--- config.mk ---
export PLATFORM = sky130hd
export DESIGN_NAME = qcd_top
export DESIGN_NICKNAME = d
export VERILOG_FILES = /design/src/verilog/qcd_pkg.sv /design/src/verilog/qcd_filter.sv /design/src/verilog/qcd_timer.sv /design/src/verilog/qcd_top.sv
export SDC_FILE = /design/constraint.sdc
export NUM_CORES = 1
export LEC_CHECK = 0
export BUFFER_PORTS_ARGS = -buffer_cell sky130_fd_sc_hd__buf_2
export CORE_UTILIZATION = 25
export CTS_CLUSTER_DIAMETER = 60
export CTS_CLUSTER_SIZE = 25
export DETAILED_ROUTE_END_ITERATION = 16
export PLACE_DENSITY = 0.5
export SLEW_MARGIN = 40
export SYNTH_ARGS = -nofsm -noshare
export SYNTH_HDL_FRONTEND = slang
export SYNTH_SLANG_ARGS = --single-unit
--- constraint.sdc ---
create_clock -name i_ref_clk -period 3.3 [get_ports i_ref_clk]
set_input_delay 0.33 -clock i_ref_clk [delete_from_list [all_inputs] [get_ports i_ref_clk]]
set_output_delay 0.33 -clock i_ref_clk [all_outputs]
set_load 0.02 [all_outputs]
--- src/verilog/qcd_pkg.sv ---
// Shared constants, carriers and state types of the encoder click decoder.
package qcd_pkg;

   // Clock rate and counter width.
   localparam int unsigned QCD_CLK_HZ = 200_000_000;
   localparam int unsigned QCD_CNT_W = 32;
   typedef logic [QCD_CNT_W-1:0] qcd_cnt_t;

   // Times in their own units, then cycle counts derived from the clock.
   localparam int unsigned QCD_DIR_DELAY_NS = 2000;
   localparam int unsigned QCD_STROBE_WIDTH_MS = 5;
   localparam int unsigned QCD_BTN_CLEAN_MS = 20;
   localparam int unsigned QCD_PHASE_STABLE_US = 500;
   localparam int unsigned QCD_CYC_PER_US = QCD_CLK_HZ / 1_000_000;
   localparam int unsigned QCD_CYC_PER_MS = QCD_CLK_HZ / 1_000;
   localparam int unsigned QCD_DIR_DELAY_CYC =
      (QCD_CYC_PER_US * QCD_DIR_DELAY_NS + 999) / 1000;
   localparam int unsigned QCD_STROBE_WIDTH_CYC =
      QCD_CYC_PER_MS * QCD_STROBE_WIDTH_MS;
   localparam int unsigned QCD_BTN_CLEAN_CYC =
      QCD_CYC_PER_MS * QCD_BTN_CLEAN_MS;
   localparam int unsigned QCD_PHASE_STABLE_CYC =
      QCD_CYC_PER_US * QCD_PHASE_STABLE_US;

   // Level that an open, internally pulled-up switch reads.
   localparam logic QCD_OPEN_LEVEL = 1'h1;

   // Phase codes, A in the upper bit and B in the lower.
   typedef struct packed {
      logic a;
      logic b;
   } qcd_phase_t;
   localparam qcd_phase_t QCD_PH_11 = 2'h3;
   localparam qcd_phase_t QCD_PH_01 = 2'h1;
   localparam qcd_phase_t QCD_PH_00 = 2'h0;
   localparam qcd_phase_t QCD_PH_10 = 2'h2;

   // Direction codes.
   localparam logic QCD_DIR_CW = 1'h0;
   localparam logic QCD_DIR_CCW = 1'h1;

   // Registered outputs of the click path.
   typedef struct packed {
      logic dir;
      logic strobe;
   } qcd_click_t;
   localparam qcd_click_t QCD_CLICK_RST = 2'h0;

   typedef enum logic [2:0] {
      DEC_IDLE, DEC_CW1, DEC_CW2, DEC_CW3, DEC_CCW1, DEC_CCW2, DEC_CCW3
   } qcd_dec_t;

   typedef enum logic [1:0] {
      OS_IDLE, OS_DELAY, OS_PULSE, OS_GAP
   } qcd_out_st_t;

endpackage : qcd_pkg

--- src/verilog/qcd_filter.sv ---
// Stability filter: the output takes a new level only after it holds.
`timescale 1ns/10ps
module qcd_filter
   import qcd_pkg::*;
#(
   parameter int unsigned STABLE_CYC = QCD_PHASE_STABLE_CYC,
   parameter logic RST_VAL = QCD_OPEN_LEVEL
) (
   input wire logic i_ref_clk,
   input wire logic i_rst_b,
   input wire logic i_clk_en,
   input wire logic i_level,
   output logic o_level
);

   logic level_q;
   logic level_d;
   qcd_cnt_t cnt_q;
   qcd_cnt_t cnt_d;
   logic differs_w;
   logic settled_w;

   // Any sample back at the held level restarts the count, so bounce that
   // stays away for fewer than STABLE_CYC samples never reaches the output.
   assign differs_w = i_level != level_q;
   assign settled_w = cnt_q == QCD_CNT_W'(STABLE_CYC - 1);
   assign cnt_d = (!differs_w || settled_w) ? '0 : cnt_q + 1'b1;
   assign level_d = (differs_w && settled_w) ? i_level : level_q;
   assign o_level = level_q;

   always_ff @(posedge i_ref_clk or negedge i_rst_b) begin
      if (!i_rst_b) begin
         level_q <= RST_VAL;
         cnt_q <= '0;
      end else if (i_clk_en) begin
         level_q <= level_d;
         cnt_q <= cnt_d;
      end
   end

   property p_settle;
      @(posedge i_ref_clk) disable iff (!i_rst_b)
      $changed(level_q) |->
         $past(cnt_q) == QCD_CNT_W'(STABLE_CYC - 1) && $past(differs_w);
   endproperty
   a_settle: assert property (p_settle)
      else $error("Filtered level changed before the input settled.");

endmodule : qcd_filter

--- src/verilog/qcd_timer.sv ---
// Loadable down-counter that flags the last cycle of an interval.
`timescale 1ns/10ps
module qcd_timer
   import qcd_pkg::*;
#(
   parameter int unsigned W = QCD_CNT_W
) (
   input wire logic i_ref_clk,
   input wire logic i_rst_b,
   input wire logic i_clk_en,
   input wire logic i_load,
   input wire logic [W-1:0] i_count,
   output logic o_busy,
   output logic o_done
);

   logic [W-1:0] cnt_q;
   logic [W-1:0] cnt_d;
   logic busy_q;
   logic busy_d;

   // A load lasts i_count cycles; o_done is high in the last of them.
   // A load in the done cycle wins and starts the next interval.
   assign o_done = busy_q && (cnt_q == '0);
   assign o_busy = busy_q;
   assign cnt_d = i_load ? i_count - 1'b1 :
                  (busy_q && !o_done) ? cnt_q - 1'b1 : cnt_q;
   assign busy_d = i_load ? 1'b1 : (o_done ? 1'b0 : busy_q);

   always_ff @(posedge i_ref_clk or negedge i_rst_b) begin
      if (!i_rst_b) begin
         cnt_q <= '0;
         busy_q <= 1'b0;
      end else if (i_clk_en) begin
         cnt_q <= cnt_d;
         busy_q <= busy_d;
      end
   end

endmodule : qcd_timer

--- src/verilog/qcd_top.sv ---
// Encoder click decoder with debounced phases and pushbutton.
`timescale 1ns/10ps
module qcd_top
   import qcd_pkg::*;
#(
   parameter int unsigned STROBE_WIDTH_CYC = QCD_STROBE_WIDTH_CYC,
   parameter int unsigned BTN_CLEAN_CYC = QCD_BTN_CLEAN_CYC,
   parameter int unsigned PHASE_STABLE_CYC = QCD_PHASE_STABLE_CYC,
   parameter int unsigned DIR_DELAY_CYC = QCD_DIR_DELAY_CYC
) (
   input wire logic i_ref_clk,
   input wire logic i_rst_b,
   input wire logic i_clk_en,
   input wire logic i_enc_a,
   input wire logic i_enc_b,
   input wire logic i_button_raw_in,
   output logic o_dir,
   output logic o_strobe,
   output logic o_button_clean_out
);

   // Next decoder state from the current state and filtered phases.
   // A step backwards inside a click is followed, so a knob that is
   // wiggled mid-detent still completes cleanly; a skipped code is held, except 11, which always returns to rest.
   function automatic qcd_dec_t dec_next(qcd_dec_t s, qcd_phase_t p);
      qcd_dec_t n;
      n = s;
      if (p == QCD_PH_11) begin
         n = DEC_IDLE;
      end else begin
         case (s)
            DEC_IDLE: begin
               if (p == QCD_PH_01) begin
                  n = DEC_CW1;
               end else if (p == QCD_PH_10) begin
                  n = DEC_CCW1;
               end
            end
            DEC_CW1: begin
               if (p == QCD_PH_00) begin
                  n = DEC_CW2;
               end
            end
            DEC_CW2: begin
               if (p == QCD_PH_10) begin
                  n = DEC_CW3;
               end else if (p == QCD_PH_01) begin
                  n = DEC_CW1;
               end
            end
            DEC_CW3: begin
               if (p == QCD_PH_00) begin
                  n = DEC_CW2;
               end
            end
            DEC_CCW1: begin
               if (p == QCD_PH_00) begin
                  n = DEC_CCW2;
               end
            end
            DEC_CCW2: begin
               if (p == QCD_PH_01) begin
                  n = DEC_CCW3;
               end else if (p == QCD_PH_10) begin
                  n = DEC_CCW1;
               end
            end
            DEC_CCW3: begin
               if (p == QCD_PH_00) begin
                  n = DEC_CCW2;
               end
            end
            default: begin
               n = DEC_IDLE;
            end
         endcase
      end
      return n;
   endfunction : dec_next

   qcd_phase_t ph_w;
   qcd_dec_t dec_q;
   qcd_dec_t dec_d;
   logic click_w;
   logic click_dir_w;
   logic pend_q;
   logic pend_d;
   logic pend_dir_q;
   logic pend_dir_d;
   qcd_out_st_t out_q;
   qcd_out_st_t out_d;
   qcd_click_t clk_q;
   qcd_click_t clk_d;
   logic take_w;
   logic rev_w;
   logic start_pulse_w;
   logic end_pulse_w;
   logic tmr_load_w;
   qcd_cnt_t tmr_count_w;
   logic tmr_done_w;
   logic btn_level_w;

   // The decoder sees only the filtered phase levels.
   qcd_filter #(
      .STABLE_CYC(PHASE_STABLE_CYC),
      .RST_VAL(QCD_OPEN_LEVEL)
   ) u_filt_a (
      .i_ref_clk(i_ref_clk),
      .i_rst_b(i_rst_b),
      .i_clk_en(i_clk_en),
      .i_level(i_enc_a),
      .o_level(ph_w.a)
   );

   qcd_filter #(
      .STABLE_CYC(PHASE_STABLE_CYC),
      .RST_VAL(QCD_OPEN_LEVEL)
   ) u_filt_b (
      .i_ref_clk(i_ref_clk),
      .i_rst_b(i_rst_b),
      .i_clk_en(i_clk_en),
      .i_level(i_enc_b),
      .o_level(ph_w.b)
   );

   qcd_filter #(
      .STABLE_CYC(BTN_CLEAN_CYC),
      .RST_VAL(QCD_OPEN_LEVEL)
   ) u_filt_btn (
      .i_ref_clk(i_ref_clk),
      .i_rst_b(i_rst_b),
      .i_clk_en(i_clk_en),
      .i_level(i_button_raw_in),
      .o_level(btn_level_w)
   );

   // The pressed button pulls its input low, so the level passes as is.
   assign o_button_clean_out = btn_level_w;

   // Decoder and click detection.
   assign dec_d = dec_next(dec_q, ph_w);
   assign click_w = ((dec_q == DEC_CW3) || (dec_q == DEC_CCW3)) &&
                    (ph_w == QCD_PH_11);
   assign click_dir_w = (dec_q == DEC_CCW3) ? QCD_DIR_CCW :
                        QCD_DIR_CW;

   // One click may wait while a pulse is in progress; a new click wins
   // over the take in the same cycle, so it is not dropped.
   assign take_w = (out_q == OS_IDLE) && pend_q;
   assign pend_d = click_w ? 1'b1 : (take_w ? 1'b0 : pend_q);
   assign pend_dir_d = click_w ? click_dir_w : pend_dir_q;

   // Output sequencing.
   assign rev_w = pend_dir_q != clk_q.dir;
   assign start_pulse_w = (take_w && !rev_w) ||
                          ((out_q == OS_DELAY) && tmr_done_w);
   assign end_pulse_w = (out_q == OS_PULSE) && tmr_done_w;
   assign tmr_load_w = take_w || ((out_q == OS_DELAY) && tmr_done_w) ||
                       end_pulse_w;
   assign tmr_count_w = start_pulse_w ? QCD_CNT_W'(STROBE_WIDTH_CYC) :
                        QCD_CNT_W'(DIR_DELAY_CYC);

   assign clk_d.dir = (take_w && rev_w) ? pend_dir_q : clk_q.dir;
   assign clk_d.strobe = start_pulse_w ? 1'b1 :
                         (end_pulse_w ? 1'b0 : clk_q.strobe);
   assign o_dir = clk_q.dir;
   assign o_strobe = clk_q.strobe;

   always_comb begin
      out_d = out_q;
      case (out_q)
         OS_IDLE: begin
            if (take_w) begin
               out_d = rev_w ? OS_DELAY : OS_PULSE;
            end
         end
         OS_DELAY: begin
            if (tmr_done_w) begin
               out_d = OS_PULSE;
            end
         end
         OS_PULSE: begin
            if (tmr_done_w) begin
               out_d = OS_GAP;
            end
         end
         OS_GAP: begin
            if (tmr_done_w) begin
               out_d = OS_IDLE;
            end
         end
         default: begin
            out_d = OS_IDLE;
         end
      endcase
   end

   // The same timer measures the lead, the pulse and the low gap.
   qcd_timer #(
      .W(QCD_CNT_W)
   ) u_timer (
      .i_ref_clk(i_ref_clk),
      .i_rst_b(i_rst_b),
      .i_clk_en(i_clk_en),
      .i_load(tmr_load_w),
      .i_count(tmr_count_w),
      .o_busy(),
      .o_done(tmr_done_w)
   );

   always_ff @(posedge i_ref_clk or negedge i_rst_b) begin
      if (!i_rst_b) begin
         dec_q <= DEC_IDLE;
         pend_q <= 1'b0;
         pend_dir_q <= QCD_DIR_CW;
         out_q <= OS_IDLE;
         clk_q <= QCD_CLICK_RST;
      end else if (i_clk_en) begin
         dec_q <= dec_d;
         pend_q <= pend_d;
         pend_dir_q <= pend_dir_d;
         out_q <= out_d;
         clk_q <= clk_d;
      end
   end

   // Cycles since the last direction change and length of the pulse.
   logic [15:0] since_dir_q;
   qcd_cnt_t hi_cnt_q;
   always_ff @(posedge i_ref_clk or negedge i_rst_b) begin
      if (!i_rst_b) begin
         since_dir_q <= '0;
         hi_cnt_q <= '0;
      end else if (i_clk_en) begin
         if (clk_d.dir != clk_q.dir) begin
            since_dir_q <= '0;
         end else if (since_dir_q != 16'hFFFF) begin
            since_dir_q <= since_dir_q + 16'h0001;
         end
         hi_cnt_q <= clk_q.strobe ? hi_cnt_q + 1'b1 : '0;
      end
   end

   property p_rest;
      @(posedge i_ref_clk) disable iff (!i_rst_b)
      i_clk_en && ph_w == QCD_PH_11 |=> dec_q == DEC_IDLE;
   endproperty
   a_rest: assert property (p_rest)
      else $error("Decoder left rest while both phases were high.");

   property p_cw;
      @(posedge i_ref_clk) disable iff (!i_rst_b)
      i_clk_en && dec_q == DEC_CW3 && ph_w == QCD_PH_11 |=>
         pend_q && pend_dir_q == QCD_DIR_CW && dec_q == DEC_IDLE;
   endproperty
   a_cw: assert property (p_cw)
      else $error("Clockwise click was not recognised.");

   property p_ccw;
      @(posedge i_ref_clk) disable iff (!i_rst_b)
      i_clk_en && dec_q == DEC_CCW3 && ph_w == QCD_PH_11 |=>
         pend_q && pend_dir_q == QCD_DIR_CCW && dec_q == DEC_IDLE;
   endproperty
   a_ccw: assert property (p_ccw)
      else $error("Anticlockwise click was not recognised.");

   property p_reset_low;
      @(posedge i_ref_clk) disable iff (!i_rst_b)
      $rose(i_rst_b) |-> !o_strobe && o_dir == QCD_DIR_CW;
   endproperty
   a_reset_low: assert property (p_reset_low)
      else $error("Outputs not low after reset.");

   property p_pulse_cause;
      @(posedge i_ref_clk) disable iff (!i_rst_b)
      $rose(o_strobe) |-> $past(start_pulse_w) && out_q == OS_PULSE;
   endproperty
   a_pulse_cause: assert property (p_pulse_cause)
      else $error("Strobe rose without a pending click.");

   property p_dir_code;
      @(posedge i_ref_clk) disable iff (!i_rst_b)
      i_clk_en && take_w && rev_w |=> o_dir == $past(pend_dir_q) && !o_strobe;
   endproperty
   a_dir_code: assert property (p_dir_code)
      else $error("Direction does not show the click direction.");

   property p_quiet;
      @(posedge i_ref_clk) disable iff (!i_rst_b)
      !click_w && !pend_q && out_q == OS_IDLE |=> !o_strobe && $stable(o_dir);
   endproperty
   a_quiet: assert property (p_quiet)
      else $error("Outputs moved without a completed click.");

   property p_dir_hold;
      @(posedge i_ref_clk) disable iff (!i_rst_b)
      $changed(o_dir) |-> $past(take_w && rev_w);
   endproperty
   a_dir_hold: assert property (p_dir_hold)
      else $error("Direction changed without an opposite click.");

   property p_lead;
      @(posedge i_ref_clk) disable iff (!i_rst_b)
      $rose(o_strobe) && $past(out_q) == OS_DELAY |->
         since_dir_q == 16'(DIR_DELAY_CYC);
   endproperty
   a_lead: assert property (p_lead)
      else $error("Strobe did not trail the direction change correctly.");

   property p_width;
      @(posedge i_ref_clk) disable iff (!i_rst_b)
      $fell(o_strobe) |-> hi_cnt_q == QCD_CNT_W'(STROBE_WIDTH_CYC);
   endproperty
   a_width: assert property (p_width)
      else $error("Strobe pulse has the wrong width.");

endmodule : qcd_top
==> results.json <==
{
  "drive_above_1_share_pct": 9.770,
  "fin_hold_ws_ns": 0.1703,
  "numPlacedInstances": 1227,
  "clockRootBuffer": "clkbuf_16",
  "synth_edf_count": 0,
  "clkLatencyLatePin_ns": 0.42,
  "ir_drop_uv": 345.5,
  "setup_ws_ns": 0.6118,
  "fin_cells": 1260,
  "final_core_util_pct": 29.61,
  "cts_resized": 0,
  "dieArea_mm2": 0.03137,
  "cts.reportedPaths.clkPinSlew_ns": 0.07,
  "critPathLaunchType": "flip-flop",
  "syn_area_per_cell_um2": 9.128,
  "yosysWarningCount": 0,
  "critPathMaxFanout": 10,
  "grt_usage_pct": 11.88,
  "cap_viol_max_count": 0,
  "drc": 0,
  "slew_viol_final": 0,
  "die_h_um": 177.1,
  "cp.required_ns": 3.64,
  "design_area_mm2": 0.008846,
  "cts_made_buffers": 17,
  "total_power_mw": 3.859,
  "fin_skew_ns": 0.009579,
  "grt_pass1_vias": 5992,
  "filler_cell_count": 3109,
  "grt_pass1_wl_um": 30050,
  "setup_violations": 0,
  "clock_path_buffers": 2,
  "io_pins": 9,
  "vias_per_cell": 4.789,
  "cts_max_level": 4,
  "critical_path_class": "flip-flop to flip-flop",
  "synthCells": 840,
  "ys_seq_area_share_pct": 46.07,
  "place_congestion": 0.7671,
  "antenna_found_initial": 0,
  "final_nets": 872,
  "endpoint_kind": "flip-flop",
  "portBuffers": 8,
  "dpl_worst_slack_ns": 0.6210,
  "hold_viol": 0,
  "timing.fmax_mhz": 372.0,
  "drtAntennaViolNets": 0,
  "p_leak_nw": 3.651,
  "hpwl_um": 11630,
  "cts_sinks": 141,
  "placed_cell_area_mm2": 0.008225,
  "syn2layout_area_growth_pct": 15.37,
  "synth_cell_types": 59,
  "cts_tree": "done",
  "async_flop_share_pct": 100.0,
  "crit_arrival_ns": 3.03,
  "finalCriticalPeriod_ns": 2.688,
  "drt_pass1_iterations": 5,
  "drt_iter0_markers": 368,
  "status": "complete, no violations",
  "gr-total-overflow": 0,
  "slew_headroom_pct": 52.19,
  "rrSetupSlack_ns": 0.61,
  "post-cts-setup-buffers": 0,
  "n_antenna_cell": 0,
  "register_area_mm2": 0.003532,
  "start_util_pct": 25.66,
  "wire_per_inst_um": 13.71,
  "netlist_area_mm2": 0.007667,
  "hold_path_class": "primary input to flip-flop",
  "yosys_most_used_dff": "dfrtp_1",
  "multi_input_area_mm2": 0.003940,
  "rows": 63,
  "tns_ns": 0,
  "ys_ff_latch": 141,
  "core_area_mm2": 0.02987,
  "wirelength_um": 17270,
  "rsz0062_at_grt": "no",
  "die_w_um": 177.1,
  "syn-num-nets": 855,
  "powerDensity_mw_per_mm2": 436.2,
  "worst_pin_slew_ns": 0.7172,
  "grt_max_degree": 74,
  "finalCritPeriodShare_pct": 81.46,
  "dr_total_vias": 6034
}
## worst paths after layout
kind / startpoint / end / cells after the start
worst min-delay path: i_button_raw_in / u_filt_btn.o_level / 2
worst max register to register: u_timer.cnt_q[6] / u_timer.cnt_q[28] / 7
min in group asynchronous: i_rst_b / u_filt_b.cnt_q[24] / 2
max in group asynchronous: i_rst_b / u_timer.cnt_q[11] / 3
worst min register to register: u_timer.cnt_q[31] / u_timer.cnt_q[31] / 1
worst max-delay path: u_timer.cnt_q[6] / u_timer.cnt_q[28] / 7
## power by group
group | switching [mW] | internal, mW | total, mW
clock | 0.830 | 1.14 | 1.97
sequential | 0.0185 | 1.74 | 1.76
combinational | 0.0871 | 0.0371 | 0.124
## worst max-delay path: stages (launching register included)
cell     delay (ns)
dfrtp_1        0.44
nor4_1         0.59
nand3_1        0.32
o41a_1         0.51
o21ai_2        0.29
buf_4          0.25
a21oi_1        0.05
o21ai_0        0.16
## Yosys cell counts (18+ instances only)
cell / count / area [um^2]
dfrtp_1: 138 / 3453
nor2_1: 128 / 480.5
nand2_1: 82 / 307.8
o21ai_0: 48 / 240.2
xor2_1: 44 / 385.4
xnor2_1: 40 / 350.3
nand3_1: 36 / 180.2
nand4_1: 31 / 193.9
nor3_1: 30 / 150.1
a21oi_1: 21 / 105.1
nor4_1: 20 / 125.1
clkbuf_1: 18 / 67.56
## sequential cells by signal, summed over array words and instances (netlist names), 2 cells and up
name and flops:
u_filt_btn.cnt_q 32, out_q 2, u_filt_b.cnt_q 32, dec_q 3, u_filt_a.cnt_q 32, u_timer.cnt_q 32
## cell usage in the layout (no fill, tap or decap), types with 5 or more instances in the layout
| master | instances |
|---|---|
| a31oi_1 | 9 |
| buf_2 | 7 |
| o31ai_1 | 11 |
| inv_1 | 17 |
| nand4_1 | 31 |
| and4_1 | 9 |
| inv_6 | 5 |
| buf_4 | 19 |
| a21oi_1 | 21 |
| mux2_2 | 5 |
| or3_1 | 17 |
| o21ai_0 | 48 |
| nor4_1 | 20 |
| or4_1 | 9 |
| ha_1 | 9 |
| nor2_1 | 128 |
| nand3_1 | 36 |
| nand2_1 | 82 |
| nand2b_1 | 6 |
| and2_1 | 8 |
| nor4b_1 | 6 |
| xor2_1 | 44 |
| xnor2_1 | 40 |
| dfrtp_1 | 138 |
| a21o_1 | 5 |
| clkbuf_16 | 17 |
| nor3_1 | 30 |
| mux2i_1 | 7 |
| and3_1 | 12 |
## logic make-up (layout without fill, tap and decap cells)
logic type,Yosys count,count (layout),synth area share [%]
adders and majority gates,9,9,1.469
AOI/OAI and AO/OA,128,128,10.90
muxes,12,12,1.648
DFF,141,141,46.07
xor gates and xnor gates,84,84,9.595
buffers and inverters,48,78,2.644
and+or+nand+nor,418,418,27.68
## routing by layer
layer | vias to the layer above | part of all wire, % | GRT usage (%)
li1 | 3022 | - | -
met1 | 2927 | 51 | 16.19
met2 | 69 | 45 | 18.59
met3 | 16 | 2.4 | 2.384
met4 | 0 | 1.5 | 4.059
met5 | - | 0 | 0
## final cells by class
| class | count | share of cell area (%) |
|---|---|---|
| clock inverter | 15 | 2.008 |
| clock buffer | 17 | 4.809 |
| inverter | 17 | 0.7214 |
| tap | 390 | 5.516 |
| multi-input combinational | 651 | 44.54 |
| sequential | 141 | 39.93 |
| timing repair buffer | 29 | 2.475 |
## repair_timing
| action | CTS | global route |
|---|---|---|
| hold buffers | 1 | 0 |
| setup endpoints to repair | 0 | 0 |
| endpoints found under the hold margin | 70 | 0 |
Power figures use the tool's default switching activity.
